### config.mk
export PLATFORM = sky130hd
export DESIGN_NAME = fmx_exec
export DESIGN_NICKNAME = d
export VERILOG_FILES = /design/src/logic/fmx_pkg.sv /design/src/logic/fmx_mem_if.sv /design/src/logic/fmx_addr_unit.sv /design/src/logic/fmx_exec.sv
export SDC_FILE = /design/constraint.sdc
export NUM_CORES = 1
export LEC_CHECK = 0
export BUFFER_PORTS_ARGS = -buffer_cell sky130_fd_sc_hd__buf_2
export CAP_MARGIN = 20
export CORE_MARGIN = 2
export CORE_UTILIZATION = 48
export CTS_CLUSTER_SIZE = 28
export DETAILED_ROUTE_END_ITERATION = 8
export MAX_ROUTING_LAYER = met4
export PLACE_DENSITY = 0.77
export SLEW_MARGIN = 20
export SYNTH_ARGS = -nofsm -noshare
export SYNTH_HDL_FRONTEND = slang
export SYNTH_SLANG_ARGS = --single-unit
### constraint.sdc
create_clock -name clk_sys_i -period 2.35 [get_ports clk_sys_i]
set_clock_uncertainty 0.2 [all_clocks]
set_input_delay 0.47 -clock clk_sys_i [delete_from_list [all_inputs] [get_ports clk_sys_i]]
set_output_delay 0.47 -clock clk_sys_i [all_outputs]
set_load 0.02 [all_outputs]
### src/logic/fmx_pkg.sv
// fmx_pkg: constants shared by the file-move / pointer-load executor
// assumes nothing beyond a SystemVerilog tool
`default_nettype none
package fmx_pkg;
	localparam logic [7:0]  OP_OR_FILE      = 8'h10;  // 0001 00xx
	localparam logic [7:0]  OP_MOVE_FILE    = 8'h50;  // 0101 00xx
	localparam logic [7:0]  OP_LOAD_PTR     = 8'hEE;  // 1110 1110
	localparam logic [1:0]  LOAD_PTR_SUB    = 2'h0;   // bits 7:6 of first word
	localparam logic [3:0]  OP_F2F_FIRST    = 4'hC;
	localparam logic [3:0]  OP_SECOND_WORD  = 4'hF;
	localparam int          DEST_BIT        = 9;
	localparam int          ACCESS_BIT      = 8;
	localparam logic [7:0]  INDEXED_MAX     = 8'h5F;
	localparam logic [7:0]  ACCESS_SPLIT    = 8'h60;
	localparam logic [3:0]  ACCESS_HI_BANK  = 4'hF;
	localparam logic [11:0] ACCUM_ADDR      = 12'hFE8;
	localparam logic [1:0]  NUM_POINTERS    = 2'h3;
	localparam logic [3:0]  QUARTER_Q4      = 4'h8;
	localparam logic [3:0]  QUARTER_Q2      = 4'h2;
	localparam logic [3:0]  QUARTER_Q1      = 4'h1;
endpackage
`default_nettype wire

### src/logic/fmx_mem_if.sv
// fmx_mem_if: data-memory port bundle between the executor and its address unit
// assumes one clock domain
`timescale 1ns/1ps
`default_nettype none
interface fmx_mem_if;
	logic        access_bit;
	logic        ext_set;
	logic [7:0]  file_field;
	logic [3:0]  bank_sel;
	logic [7:0]  index_base;
	logic [11:0] addr;
	modport exec (output access_bit, output ext_set, output file_field, output bank_sel,
		output index_base, input addr);
	modport agu  (input access_bit, input ext_set, input file_field, input bank_sel,
		input index_base, output addr);
endinterface
`default_nettype wire

### src/logic/fmx_addr_unit.sv
// fmx_addr_unit: forms the 12-bit data address of a single-word file instruction
// assumes combinational use inside the executor
`timescale 1ns/1ps
`default_nettype none
module fmx_addr_unit
	import fmx_pkg::*;
(
	fmx_mem_if.agu m
);
	always_comb begin
		if (m.access_bit) begin
			m.addr = {m.bank_sel, m.file_field};
		end else if (m.ext_set && m.file_field <= INDEXED_MAX) begin
			m.addr = {4'h0, 8'(m.index_base + m.file_field)};
		end else if (m.file_field >= ACCESS_SPLIT) begin
			m.addr = {ACCESS_HI_BANK, m.file_field};
		end else begin
			m.addr = {4'h0, m.file_field};
		end
	end
endmodule
`default_nettype wire

### src/logic/fmx_exec.sv
// fmx_exec: executes OR-with-file, move-file, file-to-file move and pointer load
// assumes quarter strobe q_i one-hot (Q1..Q4), data memory read returns in same cycle
`timescale 1ns/1ps
`default_nettype none

////////////////////////////////////////////////////////////////////////////////
// Behaviour
// - 0001 00da ORs accumulator with file register, result to destination
// - destination bit zero writes accumulator, one writes back to file
// - access bit clear uses access bank, set uses bank select register
// - access clear, extended set, field up to 95: indexed literal offset
// - 8-bit file field reaches any byte of the selected bank
// - 0101 00da copies file register unchanged to destination, one cycle
// - pointer load first word 1110 1110 00ff, low nibble literal top bits
// - pointer load writes 12-bit literal, low byte from second word
// - file-to-file first word 1100 plus 12-bit source, read first cycle
// - second word 1111 plus destination, written in Q4 of cycle two
// - file-to-file addresses whole 4096-byte space, bank register unused
// - accumulator location allowed as file-to-file source or destination
module fmx_exec
	import fmx_pkg::*;
(
	input  wire logic        clk_sys_i,
	input  wire logic        rst_n_i,
	input  wire logic [3:0]  q_i,
	input  wire logic        instr_valid_i,
	input  wire logic [15:0] instr_i,
	input  wire logic        ext_set_i,
	input  wire logic [3:0]  bank_sel_i,
	input  wire logic [7:0]  index_base_i,
	input  wire logic [7:0]  mem_rdata_i,
	output var  logic [11:0] mem_addr_o,
	output var  logic        mem_rd_o,
	output var  logic        mem_wr_o,
	output var  logic [7:0]  mem_wdata_o,
	output var  logic [7:0]  accum_o,
	output var  logic        flag_n_o,
	output var  logic        flag_z_o,
	output var  logic [1:0]  ptr_wr_sel_o,
	output var  logic        ptr_wr_hi_o,
	output var  logic        ptr_wr_lo_o,
	output var  logic [7:0]  ptr_wdata_o,
	output var  logic        busy_o
);

	////////////////////////////////////////////////////////////////////////////
	typedef enum logic [2:0] {
		ST_IDLE = 3'b001,
		ST_F2F  = 3'b010,
		ST_LDP  = 3'b100
	} fmx_state_t;

	typedef struct packed {
		fmx_state_t  st;
		logic [7:0]  accum;
		logic        flag_n;
		logic        flag_z;
		logic [7:0]  hold;
		logic [1:0]  ptr_sel;
		logic [11:0] mem_addr;
		logic        mem_rd;
		logic        mem_wr;
		logic [7:0]  mem_wdata;
		logic [1:0]  ptr_wr_sel;
		logic        ptr_wr_hi;
		logic        ptr_wr_lo;
		logic [7:0]  ptr_wdata;
		logic        busy;
	} fmx_regs_t;

	fmx_regs_t r;
	fmx_regs_t next_r;

	fmx_mem_if mif ();
	logic [11:0] file_addr;

	assign mif.access_bit = instr_i[ACCESS_BIT];
	assign mif.ext_set    = ext_set_i;
	assign mif.file_field = instr_i[7:0];
	assign mif.bank_sel   = bank_sel_i;
	assign mif.index_base = index_base_i;
	assign file_addr      = mif.addr;

	fmx_addr_unit u_addr (
		.m (mif.agu)
	);

	function automatic logic is_byte_op(input logic [15:0] w, input logic [7:0] op);
		return w[15:10] == op[7:2];
	endfunction

	////////////////////////////////////////////////////////////////////////////
	logic [7:0] result;
	logic       new_word;

	always_comb begin
		next_r           = r;
		next_r.mem_rd    = 1'b0;
		next_r.mem_wr    = 1'b0;
		next_r.ptr_wr_hi = 1'b0;
		next_r.ptr_wr_lo = 1'b0;
		result           = 8'h00;
		new_word         = instr_valid_i && q_i == QUARTER_Q1;
		unique case (r.st)
			ST_IDLE: begin
				if (new_word) begin
					if (is_byte_op(instr_i, OP_OR_FILE) || is_byte_op(instr_i, OP_MOVE_FILE)) begin
						next_r.mem_addr = file_addr;
						next_r.mem_rd   = 1'b1;
					end else if (instr_i[15:12] == OP_F2F_FIRST) begin
						next_r.mem_addr = instr_i[11:0];
						next_r.mem_rd   = 1'b1;
						next_r.st       = ST_F2F;
					end else if (instr_i[15:8] == OP_LOAD_PTR && instr_i[7:6] == LOAD_PTR_SUB
						&& instr_i[5:4] < NUM_POINTERS) begin
						next_r.ptr_sel  = instr_i[5:4];
						next_r.hold     = {4'h0, instr_i[3:0]};
						next_r.st       = ST_LDP;
					end
					// lone 1111 word and all other opcodes fall through idle
				end
				if (q_i == QUARTER_Q2 && r.mem_rd) begin
					next_r.hold = mem_rdata_i;
				end
				if (q_i == QUARTER_Q4 && instr_valid_i) begin
					if (is_byte_op(instr_i, OP_OR_FILE) || is_byte_op(instr_i, OP_MOVE_FILE)) begin
						result = is_byte_op(instr_i, OP_OR_FILE) ? (r.accum | r.hold) : r.hold;
						next_r.flag_n = result[7];
						next_r.flag_z = result == 8'h00;
						if (instr_i[DEST_BIT]) begin
							next_r.mem_wr    = 1'b1;
							next_r.mem_wdata = result;
						end else begin
							next_r.accum = result;
						end
					end
				end
			end
			ST_F2F: begin
				// accumulator lives here, not in data memory, so its location reads the register
				if (q_i == QUARTER_Q2 && r.mem_rd) begin
					next_r.hold = (r.mem_addr == ACCUM_ADDR) ? r.accum : mem_rdata_i;
				end
				// no read in second cycle: address changes only at write time
				if (q_i == QUARTER_Q4 && instr_valid_i && instr_i[15:12] == OP_SECOND_WORD
					&& !new_word) begin
					next_r.mem_addr  = instr_i[11:0];
					next_r.mem_wdata = r.hold;
					next_r.mem_wr    = 1'b1;
					if (instr_i[11:0] == ACCUM_ADDR) begin
						next_r.accum = r.hold;
					end
					next_r.st = ST_IDLE;
				end
			end
			ST_LDP: begin
				// first word still stands at its own Q4: high byte goes then
				if (q_i == QUARTER_Q4 && instr_valid_i && instr_i[15:8] == OP_LOAD_PTR) begin
					next_r.ptr_wr_sel = r.ptr_sel;
					next_r.ptr_wdata  = r.hold;
					next_r.ptr_wr_hi  = 1'b1;
				end else if (q_i == QUARTER_Q4 && instr_valid_i
					&& instr_i[15:12] == OP_SECOND_WORD) begin
					next_r.ptr_wr_sel = r.ptr_sel;
					next_r.ptr_wdata  = instr_i[7:0];
					next_r.ptr_wr_lo  = 1'b1;
					next_r.st         = ST_IDLE;
				end
			end
			default: begin
				next_r.st = ST_IDLE;
			end
		endcase
		// busy registered so the output comes straight from a flop
		next_r.busy = next_r.st != ST_IDLE;
	end

	////////////////////////////////////////////////////////////////////////////
	always_ff @(posedge clk_sys_i) begin
		if (!rst_n_i) begin
			r <= '{st: ST_IDLE, default: '0};
		end else begin
			r <= next_r;
		end
	end

	assign mem_addr_o   = r.mem_addr;
	assign mem_rd_o     = r.mem_rd;
	assign mem_wr_o     = r.mem_wr;
	assign mem_wdata_o  = r.mem_wdata;
	assign accum_o      = r.accum;
	assign flag_n_o     = r.flag_n;
	assign flag_z_o     = r.flag_z;
	assign ptr_wr_sel_o = r.ptr_wr_sel;
	assign ptr_wr_hi_o  = r.ptr_wr_hi;
	assign ptr_wr_lo_o  = r.ptr_wr_lo;
	assign ptr_wdata_o  = r.ptr_wdata;
	assign busy_o       = r.busy;

endmodule
`default_nettype wire

==> flow_summary.yaml, run 1 <==
pwr:
  vdd_ir_drop_max_mv: 0.3513
  finalPower_mw: 2.251
  p_seq_share_pct: 43.7
  combPwrFrac_pct: 9.6
  p_leak_nw: 1.722
  clkPwrFrac_pct: 46.7
  power_switching_mw: 0.5697
  power.internal_mw: 1.681
  power.density_mw_per_mm2: 533.8
  sw_frac_of_total_pct: 25.31
layout:
  multi_input_area_mm2: 0.001834
  diodes: 0
  area_growth_syn_to_layout_pct: 23.99
  final_area_mm2: 0.004217
  drive_above_1_share_pct: 36.14
  fin_nets: 534
  fillers: 607
  instances_no_fill: 583
  seqCellArea_mm2: 0.001164
  utilization_pct: 61.72
die:
  fp.dieH_um: 88.17
  io_pins: 89
  dieArea_mm2: 0.007774
  core_area_mm2: 0.006832
  dieWidth_um: 88.17
  initial_utilization_pct: 49.78
  rows: 30
setup_path:
  r2r_start: "mem_addr_o[4]"
  cp_top_family: "simple AND/OR/NAND/NOR gates"
  endpoint: "accum_o[4]"
  reg2reg_slack_ns: 0.17
  worstRegToRegCells: 6
  worstPathArrival_ns: 2.29
  crit_path_max_incr_delay_ns: 0.43
  crit_start: "instr_i[1]"
  crit_chain: "buf_2 -> nor4bb_2 -> buf_4 -> nand4_1 -> or4_1 -> a211oi_2 -> a21oi_2 -> a22o_1"
  critPathCaptureType: "register"
  slowest_stage: "or4_1"
  cp.buffers_inverters: 2
  r2r_end: "r[39]"
  crit_required_ns: 2.39
  criticalPathCategory: "in -> reg"
  path_depth: 8
  cp_max_fo: 8
  critPathLaunchType: "input pin"
synth:
  yosys-top-cells-area: "dfxtp_1, buf_4, nor2_1"
  synth_edf_count: 0
  synth_cell_types: 61
  synth_top_family_by_area: "compound AO/OA/AOI/OAI gates"
  synth_nets: 442
  syn_area_per_cell_um2: 8.720
  synthesis.area_mm2: 0.003401
  synth_seq_cells: 58
  muxShareOfSynthArea_pct: 2.355
  synth.top_cells.by_count: "dfxtp_1, nor2_1, buf_4"
  yosysTopAreaCell: "dfxtp_1"
  synthSimpleGateAreaFrac_pct: 21.60
  syn_inst: 390
  synth_top_area_share_pct: 34.14
  yosysWarnings: 0
  synth_xor_area_share_pct: 0.7726
  async_reset_ff_share_pct: 0
  synthAdderAreaFrac_pct: 3.164
  synth-compound-area-share_pct: 25.61
  ys_seq_area_share_pct: 34.14
  synthFlopType: "dfxtp_1"
  yosysMostFrequentCell: "dfxtp_1"
detailed_routing:
  wl_met1_um: 4124
  ant_nets: 0
  dr.pass1.iters: 5
  top_layer_used: "met4"
  dr_wl_met2_um: 4425
  wire_per_inst_um: 15.97
  via_per_inst: 5.686
  drt_iter0_markers: 206
  met3WireLength_um: 644
  wirelength_um: 9311
  dr_total_vias: 3315
  drt_drc_violations_left: 0
timing:
  slew_headroom_pct: 67.19
  fmax_ghz: 0.4447
  fin_crit_sh_pct: 95.69
  final.setup.tns_ns: 0
  report.final.slew_viol_count: 0
  setup_violations: 0
  fin_crit_ns: 2.249
  timing.final.ws_setup_ns: 0.1013
  whs_ns: 0.2732
  hold_viol: 0
  tightest_slew_ns: 0.4904
  rsz0062_at_grt: "no"
global_route:
  grt-ovfl-total: 0
  grt_pass1_vias: 3099
  grt_max_degree: 25
  grtUsageTotal_pct: 25.45
  grt_pass1_wl_um: 14740
  antenna_found_initial: 0
cts:
  htree_levels: 3
  post_cts_resized: 0
  holdBufCountCts: 0
  clk_latency_ns: 0.35
  cts_tree: "yes"
  clkSinkCount: 58
  post_cts_buffers: 0
  clk_pin_slew_ns: 0.08
  ctsLongestPathBuffers: 2
  cts_buffers: 9
  root_buffer: "clkbuf_8"
run:
  maxCapViolations: 0
run_status:
  status: "finished, final reports clean"
place:
  port-buffer-count: 88
  dpl.hpwl_um: 7133
  gp_congestion: 0.8779
  dp.cells: 567
  dp_slack_ns: -0.3435
  placed_area_mm2: 0.003974
min_path:
  hp-class: "in -> reg"
-- layout by cell type (no fill, tap or decap), types with 3 or more instances in the layout --
| cell | netlist | final |
|---|---|---|
| a22o_1 | 8 | 8 |
| buf_2 | 3 | 88 |
| a211oi_2 | 8 | 8 |
| o21ai_0 | 7 | 7 |
| a31oi_1 | 3 | 3 |
| dfxtp_1 | 58 | 56 |
| buf_12 | 0 | 4 |
| o21ai_1 | 7 | 7 |
| or4_1 | 4 | 4 |
| and3_1 | 4 | 4 |
| clkbuf_8 | 0 | 9 |
| ha_1 | 7 | 7 |
| mux2i_1 | 8 | 8 |
| inv_1 | 10 | 10 |
| nor3_1 | 7 | 7 |
| nand4_1 | 4 | 4 |
| buf_4 | 40 | 42 |
| nor2_1 | 53 | 52 |
| nand2_1 | 22 | 22 |
| a21oi_1 | 20 | 20 |
| or3_1 | 3 | 3 |
| or3b_1 | 3 | 3 |
| nand3_1 | 5 | 5 |
| a211oi_1 | 22 | 22 |
| nor3b_1 | 4 | 4 |
| a22oi_1 | 21 | 21 |
| and4_1 | 3 | 3 |
| a311oi_1 | 3 | 3 |
-- tightest hold or removal path, stage by stage --
cell and delay [ns]:
buf_2 0.08, a22oi_1 0.08, a31oi_1 0.16
-- how the worst min path moves through the flow --
| stage | from | to | slack (ns) | depth (start not counted) |
|---|---|---|---|---|
| finish | mem_rdata_i[0] | r[37] | 0.27 | 3 |
| global route | mem_rdata_i[1] | r[38] | 0.27 | 3 |
| CTS | mem_rdata_i[0] | r[37] | 0.26 | 3 |
| detailed placement | flag_z_o | flag_z_o | 0.27 | 2 |
| global placement | flag_z_o | flag_z_o | 0.26 | 2 |
| floorplan | r[35] | r[35] | 0.26 | 2 |
-- flip-flops by register name, summed over array words and instances, names as in the netlist, 2 cells and up --
name          count
mem_wdata_o       8
ptr_wr_sel_o      2
r                13
ptr_wdata_o       8
mem_addr_o       12
accum_o           8
-- cells by family (layout without fill, tap and decap cells) --
group	Yosys count	in the layout
AO/OA/AOI/OAI	116	116
XOR/XNOR	3	3
adder cells (fa/ha/maj)	8	8
buffers and inverters	63	160
flip-flops	58	58
multiplexers	8	8
AND/OR/NAND/NOR	134	134
-- power by group through the flow --
stage	clock (mW)	combinational, mW	sequential (mW)
after floorplan	0	0.0978	1.01
after global placement	0	0.207	1.01
after detailed placement	0	0.210	1.01
after CTS	1.05	0.212	0.984
after global routing	1.10	0.236	0.983
final	1.05	0.215	0.984
-- per-layer routing --
metal / global-route usage (%) / up-vias
met5: - / -
met4: 8.678 / 0
met3: 4.524 / 13
met2: 40.12 / 143
met1: 32.93 / 1561
li1: - / 1598
-- cell type report --
class                   instances  area share [%]
multi-input cells             269           43.50
clock inverters                 7           2.404
flip-flops and latches         58           27.60
clock buffers                   9           2.938
repair buffers                134           19.82
inverters                      10          0.8902
well taps                      96           2.849
Power figures use the tool's default switching activity.
==> run 2, diff against run 1 <==
--- a/config.mk
+++ b/config.mk
@@ -8,11 +8,12 @@
 export BUFFER_PORTS_ARGS = -buffer_cell sky130_fd_sc_hd__buf_2
 export CAP_MARGIN = 20
 export CORE_MARGIN = 2
-export CORE_UTILIZATION = 48
+export CORE_UTILIZATION = 50
+export CTS_BUF_LIST = sky130_fd_sc_hd__clkbuf_8
 export CTS_CLUSTER_SIZE = 28
 export DETAILED_ROUTE_END_ITERATION = 8
 export MAX_ROUTING_LAYER = met4
-export PLACE_DENSITY = 0.77
+export PLACE_DENSITY = 0.79
 export SLEW_MARGIN = 20
 export SYNTH_ARGS = -nofsm -noshare
 export SYNTH_HDL_FRONTEND = slang
==> run 2 against run 1 <==
Worst hold slack worse by 0.015 ns. Via count up 0.45%. Die area down 3.8%. Fmax down 0.71%. Highest routed layer unchanged.
==> flow_summary.yaml, run 2 (same netlist as run 1, synthesis figures left out) <==
cts:
  post_cts_resized: 0
  clk_latency_ns: 0.35
  ctsLongestPathBuffers: 2
  root_buffer: "clkbuf_8"
  htree_levels: 3
  cts_tree: "yes"
  post_cts_buffers: 0
  clk_pin_slew_ns: 0.07
  holdBufCountCts: 0
  clkSinkCount: 58
  cts_buffers: 9
pwr:
  p_leak_nw: 1.708
  power.density_mw_per_mm2: 508.5
  vdd_ir_drop_max_mv: 0.3017
setup_path:
  path_depth: 8
  critPathLaunchType: "input pin"
  reg2reg_slack_ns: 0.14
  cp_top_family: "simple AND/OR/NAND/NOR gates"
  cp_max_fo: 8
  r2r_start: "r[57]"
  endpoint: "accum_o[1]"
  crit_required_ns: 2.38
  worstPathArrival_ns: 2.30
  crit_start: "instr_i[1]"
  crit_chain: "buf_2 -> nor4bb_2 -> buf_4 -> nand4_1 -> or4_1 -> a211oi_2 -> a21oi_2 -> a22o_1"
  worstRegToRegCells: 7
  r2r_end: "r[40]"
  criticalPathCategory: "in -> reg"
  slowest_stage: "or4_1"
  critPathCaptureType: "register"
  crit_path_max_incr_delay_ns: 0.43
  cp.buffers_inverters: 2
timing:
  setup_violations: 0
  report.final.slew_viol_count: 0
  fmax_ghz: 0.4415
  rsz0062_at_grt: "no"
  slew_headroom_pct: 67.48
  fin_crit_sh_pct: 96.38
  tightest_slew_ns: 0.4862
  fin_crit_ns: 2.265
  hold_viol: 0
  whs_ns: 0.2577
die:
  initial_utilization_pct: 50.90
  rows: 30
  dieArea_mm2: 0.007477
  core_area_mm2: 0.006681
  dieWidth_um: 86.47
  fp.dieH_um: 86.47
  io_pins: 89
layout:
  utilization_pct: 62.13
  largest_reg_flops: 13
  final_common_cell: "buf_2"
  final_area_mm2: 0.004151
  fin_nets: 532
  diodes: 0
  area_growth_syn_to_layout_pct: 22.07
  drive_above_1_share_pct: 36.08
  top_register: "r"
  mostFrequentLayoutCells: "buf_2, dfxtp_1, nor2_1"
place:
  port-buffer-count: 88
  placed_area_mm2: 0.003939
  dpl.hpwl_um: 6995
  gp_congestion: 0.9093
global_route:
  grt_max_degree: 42
  antenna_found_initial: 0
  grt_pass1_vias: 3274
  grtUsageTotal_pct: 26.56
  grt_pass1_wl_um: 15250
  grt-ovfl-total: 0
detailed_routing:
  drt_drc_violations_left: 0
  dr_total_vias: 3330
  ant_nets: 0
  drt_iter0_markers: 259
  wire_per_inst_um: 16.35
  wirelength_um: 9238
  dr.pass1.iters: 5
  via_per_inst: 5.894
run:
  maxCapViolations: 0
run_status:
  status: "finished, final reports clean"
min_path:
  hp-class: "in -> reg"
## run 2: per-layer routing
layer	global-route usage (%)	wire length, um
met1	34.03	4085
met2	42.59	4407
met3	3.429	584
met4	10.65	160
met5	-	0
## run 2: layout make-up
type	count	area (um2)
inverter	10	37.54
clock inverter	7	70.07
multi-input combinational	269	1836
fill	583	2530
sequential	58	1164
timing repair buffer	132	820.8
tap	80	100.1
clock buffer	9	123.9
## run 2: worst min-delay path by stage
stage / slack (ns) / to / cells past startpoint / from
after floorplan: 0.26 / r[35] / 2 / r[35]
after global placement: 0.26 / flag_z_o / 2 / flag_z_o
after detailed placement: 0.27 / flag_z_o / 2 / flag_z_o
after CTS: 0.25 / r[38] / 3 / rst_n_i
after global routing: 0.27 / r[37] / 3 / mem_rdata_i[0]
final: 0.26 / mem_addr_o[7] / 4 / index_base_i[7]
## run 2: per-stage QoR
stage          power, mW  setup WS (ns)  setup TNS [ns]  cells
2_1_floorplan      1.104        0.04425               0    390
3_3_place_gp       1.206        -0.2543          -3.399    549
3_5_place_dp       1.213        -0.3288          -4.565    549
4_1_cts            2.114       0.009829               0    565
5_1_grt            2.190       0.001327               0    565
6_report           2.111        0.08518               0    565
## run 2: tightest hold or removal path, stage by stage
cell	delay (ns)
buf_2	0.10
xnor2_1	0.07
nand2_1	0.06
a31oi_1	0.07
## run 2: power breakdown
part	leakage, nW	internal, mW	switching [mW]	total, mW
Clock	0.0990	0.486	0.428	0.915
Combinational	1.14	0.0924	0.120	0.212
Sequential	0.467	0.983	0.000780	0.984
